--- src/csr_defines.svh ---
`ifndef CSR_DEFINES_SVH
`define CSR_DEFINES_SVH

// register offsets
`define CSR_GAIN_SEL_OFS 8'h90
`define CSR_STATUS_OFS 8'h93
`define CSR_Z_LOW_OFS 8'h94
`define CSR_Z_HIGH_OFS 8'h95
`define CSR_Y_LOW_OFS 8'h96
`define CSR_Y_HIGH_OFS 8'h97
`define CSR_IR1_LOW_OFS 8'h98
`define CSR_IR1_HIGH_OFS 8'h99
`define CSR_MUX_LOW_OFS 8'h9A
`define CSR_MUX_HIGH_OFS 8'h9B
`define CSR_GAIN_EXT_OFS 8'h9F
`define CSR_READ_CLR_OFS 8'hAB
`define CSR_INT_EN_OFS 8'hDD

// field positions
`define CSR_SAT_BIT 7
`define CSR_AINT_BIT 4
`define CSR_MUX_BIT 3
`define CSR_XGAIN_BIT 4
`define CSR_RDCLR_BIT 7
`define CSR_SAT_EN_BIT 7
`define CSR_AINT_EN_BIT 4

// reset values
`define CSR_GAIN_SEL_RST 8'h00
`define CSR_GAIN_EXT_RST 8'h04
`define CSR_READ_CLR_RST 8'h0C
`define CSR_INT_EN_RST 8'h00
`define CSR_RESULT_RST 16'h0000
`define CSR_DEV_ADDR_RST 7'h2A

// gain codes and multipliers
`define CSR_GAIN_64X_CODE 2'b11
`define CSR_FACTOR_1X 8'h01
`define CSR_FACTOR_4X 8'h04
`define CSR_FACTOR_16X 8'h10
`define CSR_FACTOR_64X 8'h40
`define CSR_FACTOR_128X 8'h80

`endif

--- src/csr_pkg.sv ---
package csr_pkg;

  // one finished conversion from the analog front end
  typedef struct packed {
    logic [15:0] z;
    logic [15:0] y;
    logic [15:0] ir_one;
    logic [15:0] x;
    logic [15:0] ir_two;
  } csr_conv_t;

  // gain setting handed to the analog front end
  typedef struct packed {
    logic [1:0] light_gain_code;
    logic extra_gain_active;
    logic [7:0] factor;
    logic fourth_channel_select;
  } csr_gain_t;

  typedef enum logic [2:0] {
    CSR_IDLE = 3'b000,
    CSR_ADDR = 3'b001,
    CSR_ADDR_ACK = 3'b010,
    CSR_WBYTE = 3'b011,
    CSR_WACK = 3'b100,
    CSR_RDATA = 3'b101,
    CSR_RACK = 3'b110
  } csr_state_t;

endpackage : csr_pkg

--- src/csr_flag_cell.sv ---
`timescale 1ns/1ps
// sticky status flag: hardware set beats any clear in the same cycle
module csr_flag_cell (
  input wire logic clk,
  input wire logic rst_b,
  input wire logic set,
  input wire logic w1c,
  input wire logic rd_clr,
  output logic flag
);

  always_ff @(posedge clk) begin
    if (!rst_b) begin
      flag <= 1'b0;
    end else if (set) begin
      flag <= 1'b1;
    end else if (w1c || rd_clr) begin
      flag <= 1'b0;
    end
  end

endmodule : csr_flag_cell

--- src/csr_results.sv ---
`timescale 1ns/1ps
`include "csr_defines.svh"

// Functional notes
// - The saturation flag in status bit 7 is set by front-end saturation and cleared by writing a one to it.
// - The light interrupt flag in status bit 4 is set by interrupt events and is cleared by writing a one to it.
// - The Z result low byte reads at 0x94, read-only, reset to zero.
// - The Z result high byte reads at 0x95 and completes the 16-bit count.
// - The Y result reads as low byte at 0x96 and high byte at 0x97, read-only.
// - The first infrared result reads as low byte at 0x98 and high byte at 0x99, read-only.
// - The fourth result at 0x9A/0x9B carries X when the select bit is 0 and second infrared when it is 1.
// - The 128x gain is active only when the extra-gain bit 4 is set and the gain code is 11.
// - The two-bit gain code picks 1x, 4x, 16x or 64x.
// - With clear-on-read set, reading the status byte clears every flag.
// - The active-low interrupt pin is driven while the light interrupt flag or the saturation flag is set together with its own enable.
module csr_results import csr_pkg::*; #(
  parameter logic [6:0] DEV_ADDR = `CSR_DEV_ADDR_RST  // arbitrary bus address
) (
  input wire logic clk,
  input wire logic rst_b,
  input wire logic scl_in,
  input wire logic sda_in,
  output logic sda_out,
  output logic sda_oe,
  output logic int_out,
  output logic int_oe,
  input wire logic conv_valid,
  input wire csr_conv_t conv_data,
  input wire logic sat_evt,
  input wire logic als_int_evt,
  output csr_gain_t gain
);

  // refuse an address from the reserved ranges at elaboration
  if (DEV_ADDR < 7'h08 || DEV_ADDR > 7'h77) begin : g_bad_addr
    $error("bus address falls in a reserved range");
  end

  logic [1:0] sync1, sync2;
  logic scl_d, sda_d;
  logic scl_s, sda_s, scl_rise, scl_fall, start_c, stop_c;
  csr_state_t state;
  logic [3:0] bit_cnt;
  logic [7:0] shreg, txsh, ptr;
  logic rw, has_ptr, acked, busy;
  logic [7:0] gain_sel, gain_ext, read_clr, int_en;
  logic sat_flag, aint_flag;
  logic [3:0][15:0] res;
  logic [3:0][15:0] pend_data;
  logic pend;
  logic wr_en, rd_load, status_rd_clr, apply;
  logic [7:0] rd_byte;
  logic [3:0][15:0] src;

  // two-stage synchronisers on the bus pins
  genvar gi;
  generate
    for (gi = 0; gi < 2; gi++) begin : g_sync
      always_ff @(posedge clk) begin
        if (!rst_b) begin
          sync1[gi] <= 1'b1;
          sync2[gi] <= 1'b1;
        end else begin
          sync1[gi] <= (gi == 0) ? scl_in : sda_in;
          sync2[gi] <= sync1[gi];
        end
      end
    end
  endgenerate

  // delayed copies for edge and start/stop detection
  always_ff @(posedge clk) begin
    if (!rst_b) begin
      scl_d <= 1'b1;
      sda_d <= 1'b1;
    end else begin
      scl_d <= sync2[0];
      sda_d <= sync2[1];
    end
  end

  assign scl_s = sync2[0];
  assign sda_s = sync2[1];
  assign scl_rise = scl_s && !scl_d;
  assign scl_fall = !scl_s && scl_d;
  assign start_c = scl_s && scl_d && sda_d && !sda_s;
  assign stop_c = scl_s && scl_d && !sda_d && sda_s;

  // register write and read strobes
  assign wr_en = scl_fall && state == CSR_WBYTE && bit_cnt == 4'h8 && has_ptr;
  assign rd_load = scl_fall && ((state == CSR_ADDR_ACK && rw) || (state == CSR_RACK && acked));
  assign status_rd_clr = rd_load && ptr == `CSR_STATUS_OFS && read_clr[`CSR_RDCLR_BIT];

  // read mux; unmapped offsets read as zero
  always_comb begin
    case (ptr)
      `CSR_GAIN_SEL_OFS: rd_byte = gain_sel;
      `CSR_STATUS_OFS: rd_byte = {sat_flag, 2'b00, aint_flag, 4'h0};
      `CSR_Z_LOW_OFS: rd_byte = res[0][7:0];
      `CSR_Z_HIGH_OFS: rd_byte = res[0][15:8];
      `CSR_Y_LOW_OFS: rd_byte = res[1][7:0];
      `CSR_Y_HIGH_OFS: rd_byte = res[1][15:8];
      `CSR_IR1_LOW_OFS: rd_byte = res[2][7:0];
      `CSR_IR1_HIGH_OFS: rd_byte = res[2][15:8];
      `CSR_MUX_LOW_OFS: rd_byte = res[3][7:0];
      `CSR_MUX_HIGH_OFS: rd_byte = res[3][15:8];
      `CSR_GAIN_EXT_OFS: rd_byte = gain_ext;
      `CSR_READ_CLR_OFS: rd_byte = read_clr;
      `CSR_INT_EN_OFS: rd_byte = int_en;
      default: rd_byte = 8'h00;
    endcase
  end

  // bus protocol engine
  always_ff @(posedge clk) begin
    if (!rst_b) begin
      state <= CSR_IDLE;
      bit_cnt <= 4'h0;
      shreg <= 8'h00;
      rw <= 1'b0;
      has_ptr <= 1'b0;
      acked <= 1'b0;
      busy <= 1'b0;
    end else if (start_c) begin
      state <= CSR_ADDR;
      bit_cnt <= 4'h0;
      has_ptr <= 1'b0;
      busy <= 1'b1;
    end else if (stop_c) begin
      state <= CSR_IDLE;
      busy <= 1'b0;
    end else if (scl_rise && state != CSR_IDLE) begin
      shreg <= {shreg[6:0], sda_s};
      bit_cnt <= bit_cnt + 4'h1;
      if (state == CSR_RACK) begin
        acked <= !sda_s;
      end
    end else if (scl_fall) begin
      case (state)
        CSR_ADDR: begin
          if (bit_cnt == 4'h8) begin
            // foreign address: sit idle until the next start
            state <= (shreg[7:1] == DEV_ADDR) ? CSR_ADDR_ACK : CSR_IDLE;
            rw <= shreg[0];
          end
        end
        CSR_ADDR_ACK: begin
          state <= rw ? CSR_RDATA : CSR_WBYTE;
          bit_cnt <= 4'h0;
        end
        CSR_WBYTE: begin
          if (bit_cnt == 4'h8) begin
            state <= CSR_WACK;
            has_ptr <= 1'b1;
          end
        end
        CSR_WACK: begin
          state <= CSR_WBYTE;
          bit_cnt <= 4'h0;
        end
        CSR_RDATA: begin
          if (bit_cnt == 4'h8) begin
            state <= CSR_RACK;
            bit_cnt <= 4'h0;
          end
        end
        CSR_RACK: begin
          state <= acked ? CSR_RDATA : CSR_IDLE;
          bit_cnt <= 4'h0;
        end
        default: state <= CSR_IDLE;
      endcase
    end
  end

  // register pointer: set by first written byte, advances after each data byte
  always_ff @(posedge clk) begin
    if (!rst_b) begin
      ptr <= 8'h00;
    end else if (scl_fall && state == CSR_WBYTE && bit_cnt == 4'h8) begin
      ptr <= has_ptr ? ptr + 8'h01 : shreg;
    end else if (scl_fall && state == CSR_RDATA && bit_cnt == 4'h8) begin
      ptr <= ptr + 8'h01;
    end
  end

  // data line: open drain, only ever pulled low, changed while clock is low
  always_ff @(posedge clk) begin
    if (!rst_b) begin
      sda_out <= 1'b0;
      sda_oe <= 1'b0;
      txsh <= 8'hFF;
    end else if (start_c || stop_c) begin
      sda_oe <= 1'b0;
    end else if (scl_fall) begin
      if (rd_load) begin
        txsh <= rd_byte;
        sda_oe <= !rd_byte[7];
      end else if (state == CSR_RDATA && bit_cnt != 4'h8) begin
        txsh <= {txsh[6:0], 1'b1};
        sda_oe <= !txsh[6];
      end else if ((state == CSR_ADDR && bit_cnt == 4'h8 && shreg[7:1] == DEV_ADDR) ||
                   (state == CSR_WBYTE && bit_cnt == 4'h8)) begin
        sda_oe <= 1'b1;
      end else begin
        sda_oe <= 1'b0;
      end
    end
  end

  // configuration registers; reserved bits kept as written by software
  always_ff @(posedge clk) begin
    if (!rst_b) begin
      gain_sel <= `CSR_GAIN_SEL_RST;
      gain_ext <= `CSR_GAIN_EXT_RST;
      read_clr <= `CSR_READ_CLR_RST;
      int_en <= `CSR_INT_EN_RST;
    end else if (wr_en) begin
      case (ptr)
        `CSR_GAIN_SEL_OFS: gain_sel <= shreg;
        `CSR_GAIN_EXT_OFS: gain_ext <= shreg;
        `CSR_READ_CLR_OFS: read_clr <= shreg;
        `CSR_INT_EN_OFS: int_en <= shreg;
        default: ;
      endcase
    end
  end

  // status flags
  csr_flag_cell u_sat_flag (
    .clk(clk),
    .rst_b(rst_b),
    .set(sat_evt),
    .w1c(wr_en && ptr == `CSR_STATUS_OFS && shreg[`CSR_SAT_BIT]),
    .rd_clr(status_rd_clr),
    .flag(sat_flag)
  );

  csr_flag_cell u_aint_flag (
    .clk(clk),
    .rst_b(rst_b),
    .set(als_int_evt),
    .w1c(wr_en && ptr == `CSR_STATUS_OFS && shreg[`CSR_AINT_BIT]),
    .rd_clr(status_rd_clr),
    .flag(aint_flag)
  );

  // fourth channel source chosen when the conversion is captured
  always_comb begin
    src[0] = conv_data.z;
    src[1] = conv_data.y;
    src[2] = conv_data.ir_one;
    src[3] = gain_sel[`CSR_MUX_BIT] ? conv_data.ir_two : conv_data.x;
  end

  // results frozen during a transfer so split reads never tear
  assign apply = (conv_valid || pend) && !busy;
  always_ff @(posedge clk) begin
    if (!rst_b) begin
      res <= {4{`CSR_RESULT_RST}};
      pend_data <= {4{`CSR_RESULT_RST}};
      pend <= 1'b0;
    end else begin
      if (conv_valid) begin
        pend_data <= src;
      end
      if (apply) begin
        res <= conv_valid ? src : pend_data;
        pend <= 1'b0;
      end else if (conv_valid) begin
        pend <= 1'b1;
      end
    end
  end

  // interrupt pin and gain outputs
  always_ff @(posedge clk) begin
    if (!rst_b) begin
      int_out <= 1'b0;
      int_oe <= 1'b0;
      gain <= '0;
    end else begin
      int_oe <= (aint_flag && int_en[`CSR_AINT_EN_BIT]) ||
                (sat_flag && int_en[`CSR_SAT_EN_BIT]);
      gain.light_gain_code <= gain_sel[1:0];
      gain.fourth_channel_select <= gain_sel[`CSR_MUX_BIT];
      gain.extra_gain_active <= gain_ext[`CSR_XGAIN_BIT] && gain_sel[1:0] == `CSR_GAIN_64X_CODE;
      case (gain_sel[1:0])
        2'b00: gain.factor <= `CSR_FACTOR_1X;
        2'b01: gain.factor <= `CSR_FACTOR_4X;
        2'b10: gain.factor <= `CSR_FACTOR_16X;
        default: gain.factor <= gain_ext[`CSR_XGAIN_BIT] ? `CSR_FACTOR_128X : `CSR_FACTOR_64X;
      endcase
    end
  end
endmodule : csr_results

--- config.mk ---
export PLATFORM = sky130hd
export DESIGN_NAME = csr_results
export DESIGN_NICKNAME = d
export VERILOG_FILES = /design/src/csr_pkg.sv /design/src/csr_flag_cell.sv /design/src/csr_results.sv
export VERILOG_INCLUDE_DIRS = /design/src
export SDC_FILE = /design/constraint.sdc
export NUM_CORES = 1
export LEC_CHECK = 0
export BUFFER_PORTS_ARGS = -buffer_cell sky130_fd_sc_hd__buf_2
export CAP_MARGIN = 20
export CORE_ASPECT_RATIO = 2
export CORE_MARGIN = 2
export CORE_UTILIZATION = 58
export DETAILED_ROUTE_END_ITERATION = 10
export PLACE_DENSITY_LB_ADDON = 0.3
export SLEW_MARGIN = 10
export SYNTH_ARGS = -nofsm -noshare
export SYNTH_HDL_FRONTEND = slang
export SYNTH_HIERARCHICAL = 1
export SYNTH_SLANG_ARGS = --single-unit
--- constraint.sdc ---
create_clock -name clk -period 3.3 [get_ports clk]
set_clock_uncertainty 0.15 [all_clocks]
set_input_delay 0.165 -clock clk [delete_from_list [all_inputs] [get_ports clk]]
set_output_delay 0.165 -clock clk [all_outputs]
set_load 0.05 [all_outputs]
Yosys cells after proc, flatten, opt, wreduce, memory -nomap -nowiden. Cells that the tools add are included.

Flip-flop bits (word level): 217. Bits of input ports: 87. Output and inout port bits: 16.

Bitwise operators: 5. Reduce and logical (&&, ||, !) cells: 70. Equality and inequality tests: 33. Multiplexer cells: 34. $add $sub $neg: 2.

Operators by type and width (number): 8-bit == test, second input constant (13); 8-bit case mux with 13 select lines (1); 64-bit 2-to-1 mux (1); 8-bit 2-to-1 mux (4); 1-bit logical AND (29); 8-bit case mux with 3 select lines (1); 3-bit case mux with 6 select lines (1); 16-bit 2-to-1 mux (1); 4-bit inequality test, second input constant (4); 3-bit 2-to-1 mux (5); 5-bit AND reduction (3); 7-bit 2-to-1 mux (2); 1-bit 2-to-1 mux (13); 4-bit 2-to-1 mux (3); 2-bit nonzero test (6); 3-bit == test, second input constant (3); 3-bit nonzero test (3); 8-bit by 1-bit adder with 8-bit output, second input constant (1); 4-bit case mux with 2 select lines (1); 2-bit AND reduction (4); 4-bit AND reduction (2); 7-bit by 6-bit == test with 1-bit output, second input constant (1); 1-bit zero test (7); 1-bit logical OR (7); other kinds (15) (28).

Depth between registers and ports, before layout.
Depth in word-level cells: 10. Depth in mapped cells: 10. Gate-level depth less buffers: 8.

Hierarchy. Netlist, hierarchy kept.

By module, submodules not included: csr_results (sequential area each 4224.1 sq um, cells each 1014, instances 1, area an instance 9117.5 sq um); csr_flag_cell (sequential area each 20.0 sq um, cells each 3, instances 2, area an instance 40.0 sq um).

Worst setup path after synthesis. OpenSTA, ideal clock, no wires.

Path type: register -> register. Start: register ptr[1]. End: register txsh[0]. Data required time: 3010 ps. Period minus slack after synthesis: 2458 ps. Stages on the path, launching flop included: 10. Slack: 842 ps. Library setup time: 140 ps. Arrival: 2168 ps. Buffers on the path: 2. Path through: dfxtp_1 -> inv_1 -> ha_1 -> buf_2 -> and4b_1 -> and3_4 -> buf_6 -> or4_4 -> o31ai_4 -> o211ai_1.

Word-level cells in the longest chain between the ends: 3. Elaborated cells between the ends (all ways): 15. Classes of those cells: eq/ne (13); mux (2).

RTL lines: start, declared (line csr_results.sv:44) `logic [7:0] shreg, txsh, ptr;`; start signal, assigned (line csr_results.sv:181) `ptr <= has_ptr ? ptr + 8'h01 : shreg;`; start signal, assigned (line csr_results.sv:183) `ptr <= ptr + 8'h01;`; 8-bit == test (line csr_results.sv:96) `case (ptr)`; 8-bit case mux with 13 select lines (*) (line csr_results.sv:96); 7-bit 2-to-1 mux (*) (line csr_results.sv:196) `if (rd_load) begin`; end signal, assigned (line csr_results.sv:197) `txsh <= rd_byte;`; end signal, assigned (line csr_results.sv:200) `txsh <= {txsh[6:0], 1'b1};`; end, declared (line csr_results.sv:44).

Mark *: on every way between the ends. The rest lies on a longest branch, timed or not. A chain may end at the register's enable or synchronous reset.

Worst setup path after layout.
Start: register ptr[0]. End: register txsh[2].

Same word-level chain as after synthesis.

==> impl_results.md <==
* Htree depth at 1
* Hold path depth at 5
* Number of synthesized flops with an enable pin at 0
* Clk_lat worst skew at 0.49 ns
* CP Buf/Inv Count at 1
* Final Core Density at 71.1%
* Clock Power Share at 39.2%
* Ys async rst share at 0%
* CP Capture Type: flip-flop
* Worst-Margin Slew at approximately 0.92 ns
* Hold wc startpoint: conv_data[31]
* Lkg Pwr at 0.00433 uW
* Min cycle time layout at ~3.0 ns
* Synth top area share at 46.4%
* Core box area at 15600 um2
* Fin crit share at 89.5%
* Max clock buf depth at 3
* Max Cap Viol at 0
* Combinational share of power at 9.3%
* P_int at slightly above 4000 uW
* Sequential share of power at 51.5%
* Fill cell count at roughly 1200
* Slew headroom at 37.8%
* ANT cells at 0
* Mapped Cells at 1020
* Root Buffer: clkbuf_16
* Average size of a mapped cell at 9.02 um2
* Mapped cell area at about 9200 um2
* CTS buffer count at 19
* Synth Warn # at 6
* Post-route antenna net violation count at 0
* Wire per inst at between 15 and 20 um
* Worst r2r src: ptr[0]
* IO Pins at 103
* Worst R2R Setup Slack at 0.35 ns
* Status: finished clean
* Crit start category: flip-flop
* Most common cell in the netlist: dfxtp_1
* Tot GR Track Use at 31.7%
* Worst-path cell chain: ha_1, buf_4, a22o_1, and3_1, a2111oi_0, nor4bb_1, o21ai_0
* Die area at around 17000 um2
* I/O Buffers at 97
* Post-synthesis sequential area ratio at between 40% and 50%
* Peak VDD IR at ~520 uV
* Clk pin slew, worst setup/hold paths at 0.07 ns
* Yosys reg bits at approximately 210
* CP required at 3.52 ns
* Antenna violations before repair at 0
* Max-slew violations at 0
* Initial Util at 58.9%
* Yosys cell types at 74
* Crit path max-delay cell type: a2111oi_0
* DRT Pass-1 Iters at 7
* CTS tree: yes
* RSZ-0062 raised after global routing: false
* Grt total ovfl at 0
* Most used DFF post-synth: dfxtp_1
* CP delay by family, top: compound AO/OA/AOI/OAI gates
* Vias/cell at 6.06
* FF/Latch Area at about 4300 um2
* Signal arrival time at the worst endpoint at between 3 and 4 ns
* PD cells at a little under 500 nW/um2
* Worst hold endpoint: pend_data[63]
* Worst path max stage delay at approximately 0.6 ns
* Routed wire length at 26.9 mm
* DRC violations left at 0
* Area of the multi-input gates at around 4500 um2
* Yosys top cell by area: dfxtp_1
* Vias after detailed routing at 8249
* Die Y at 182 um
* Post-CTS Setup Repair Bufs at 0
* Initial DRC count at 618
* GPL Wtd Cong at roughly 0.95
* NetSw at between 1000 and 1500 uW
* Fmax at approximately 340 MHz
* Commonest cells post-synth: 213 x dfxtp_1, 186 x nor2_1, 104 x mux2i_1, 71 x nand2_1, 61 x clkbuf_1
* Largest net degree at the start of global routing at 84
* Endpoints failing hold at 0
* Synth top area cells: dfxtp_1 46%, mux2i_1 11%, nor2_1 7.6%
* Area Overhead vs Synth at 20.7%
* Worst min path class: in -> reg
* Layout Nets at 1244
* Crit path kind: reg -> reg
* Crit path max fanout at 21
* Hpwl dp at about 17 mm
* Final TNS setup at 0 ns
* Die Wd at around 93 um
* Clock sinks at 213
* Layout cells sized above 1 at 13.6%
* Sw Share at 23.9%
* FF-to-FF path depth at 7
* First-pass GRT wire length at 42.6 mm
* FF-to-FF End: txsh[2]
* Final setup vio count at 0
* Row count at 65
* Vias in the first global route at 8156
-- cells in the final DEF, fill, tap and decap left out, types with 5 or more instances in the layout --
| cell | n |
|---|---|
| o22ai_1 | 5 |
| nor3b_1 | 5 |
| buf_4 | 17 |
| a222oi_1 | 6 |
| o211ai_1 | 5 |
| a22o_1 | 5 |
| mux2i_1 | 104 |
| nand2_1 | 71 |
| nand4_1 | 16 |
| clkbuf_1 | 6 |
| a22oi_1 | 10 |
| a221oi_1 | 7 |
| nor4bb_1 | 7 |
| nor2_1 | 185 |
| nand2b_1 | 8 |
| buf_2 | 96 |
| o21ai_0 | 49 |
| inv_1 | 12 |
| nor3_1 | 6 |
| nand3_1 | 13 |
| a21oi_1 | 20 |
| and3_1 | 10 |
| and2_1 | 7 |
| o21a_1 | 20 |
| a211oi_1 | 54 |
| nand3b_1 | 5 |
| ha_1 | 6 |
| clkbuf_16 | 19 |
| dlygate4sd3_1 | 80 |
| nor2b_1 | 10 |
| conb_1 | 5 |
| dfxtp_1 | 213 |
| o2bb2ai_1 | 5 |
-- worst reg2reg max path, stage by stage, from the launching register on --
cell,delay (ns)
dfxtp_1,0.36
ha_1,0.31
buf_4,0.25
a22o_1,0.29
and3_1,0.21
a2111oi_0,0.61
nor4bb_1,0.52
o21ai_0,0.14
-- routing by layer --
| layer | vias up | wire length, um | track usage (%) |
|---|---|---|---|
| met2 | 359 | 13700 | 55.8 |
| met1 | 3922 | 10200 | 37.2 |
| li1 | 3869 | - | - |
| met3 | 99 | 1390 | 3.84 |
| met5 | - | 0 | 0 |
| met4 | 0 | 1580 | 16.8 |
-- metrics by stage --
step	setup slack [ns]	std cells	hold WS (ns)	total power, uW	cell area (um2)
2_1_floorplan	0.842	1024	0.116	3080	9210
3_3_place_gp	0.369	1251	0.200	3210	9730
3_5_place_dp	0.464	1251	0.205	3230	9730
4_1_cts	0.442	1362	0.00105	5380	11100
5_1_grt	0.367	1362	0.0373	5560	11100
6_report	0.347	1362	0.0133	5370	11100
-- repair_timing --
| action | CTS | global route |
|---|---|---|
| endpoints found under the hold margin | 116 | 0 |
| gates resized for setup | 0 | 0 |
| hold buffers | 80 | 0 |
-- sequential cells by signal (all words and copies together), names as in the netlist, 2 cells and up --
register   count
read_clr       8
int_en         8
state          3
shreg          8
sync1          2
res           64
bit_cnt        4
pend_data     64
gain           8
gain_sel       8
txsh           7
gain_ext       8
ptr            8
-- power groups by stage --
stage	registers [uW]	clock network (uW)	logic, uW
3_3_place_gp	2820	0	395
4_1_cts	2770	2130	484
5_1_grt	2780	2230	549
3_5_place_dp	2820	0	408
6_report	2770	2110	499
2_1_floorplan	2790	0	292
-- logic make-up (layout without fill, tap and decap cells) --
logic type / after synthesis / after routing / synth area share [%]
muxes: 105 / 105 / 11.4
and+or+nand+nor: 373 / 373 / 19.5
buffers and inverters: 102 / 239 / 4.83
DFF: 213 / 213 / 46.4
adders and majority gates: 6 / 6 / 0.816
xor gates and xnor gates: 4 / 4 / 0.381
other: 1 / 5 / 0.0408
AOI/OAI and AO/OA: 216 / 216 / 16.6
-- area by class of cell --
class / count / area share [%]
multi-input combinational: 709 / 40.7
timing repair buffer: 195 / 13.0
inverter: 13 / 0.462
clock buffer: 26 / 4.61
tap: 201 / 2.27
sequential: 213 / 38.4
clock inverter: 5 / 0.518
-- worst max path at each step --
stage / from / depth (start not counted) / end / slack [ns]
finish: ptr[0] / 7 / txsh[2] / 0.35
global route: ptr[0] / 7 / txsh[2] / 0.37
CTS: ptr[0] / 7 / txsh[2] / 0.44
detailed placement: ptr[0] / 7 / txsh[2] / 0.46
global placement: ptr[0] / 7 / txsh[2] / 0.37
floorplan: ptr[1] / 9 / txsh[0] / 0.84
(Power assumes the default switching activity.)
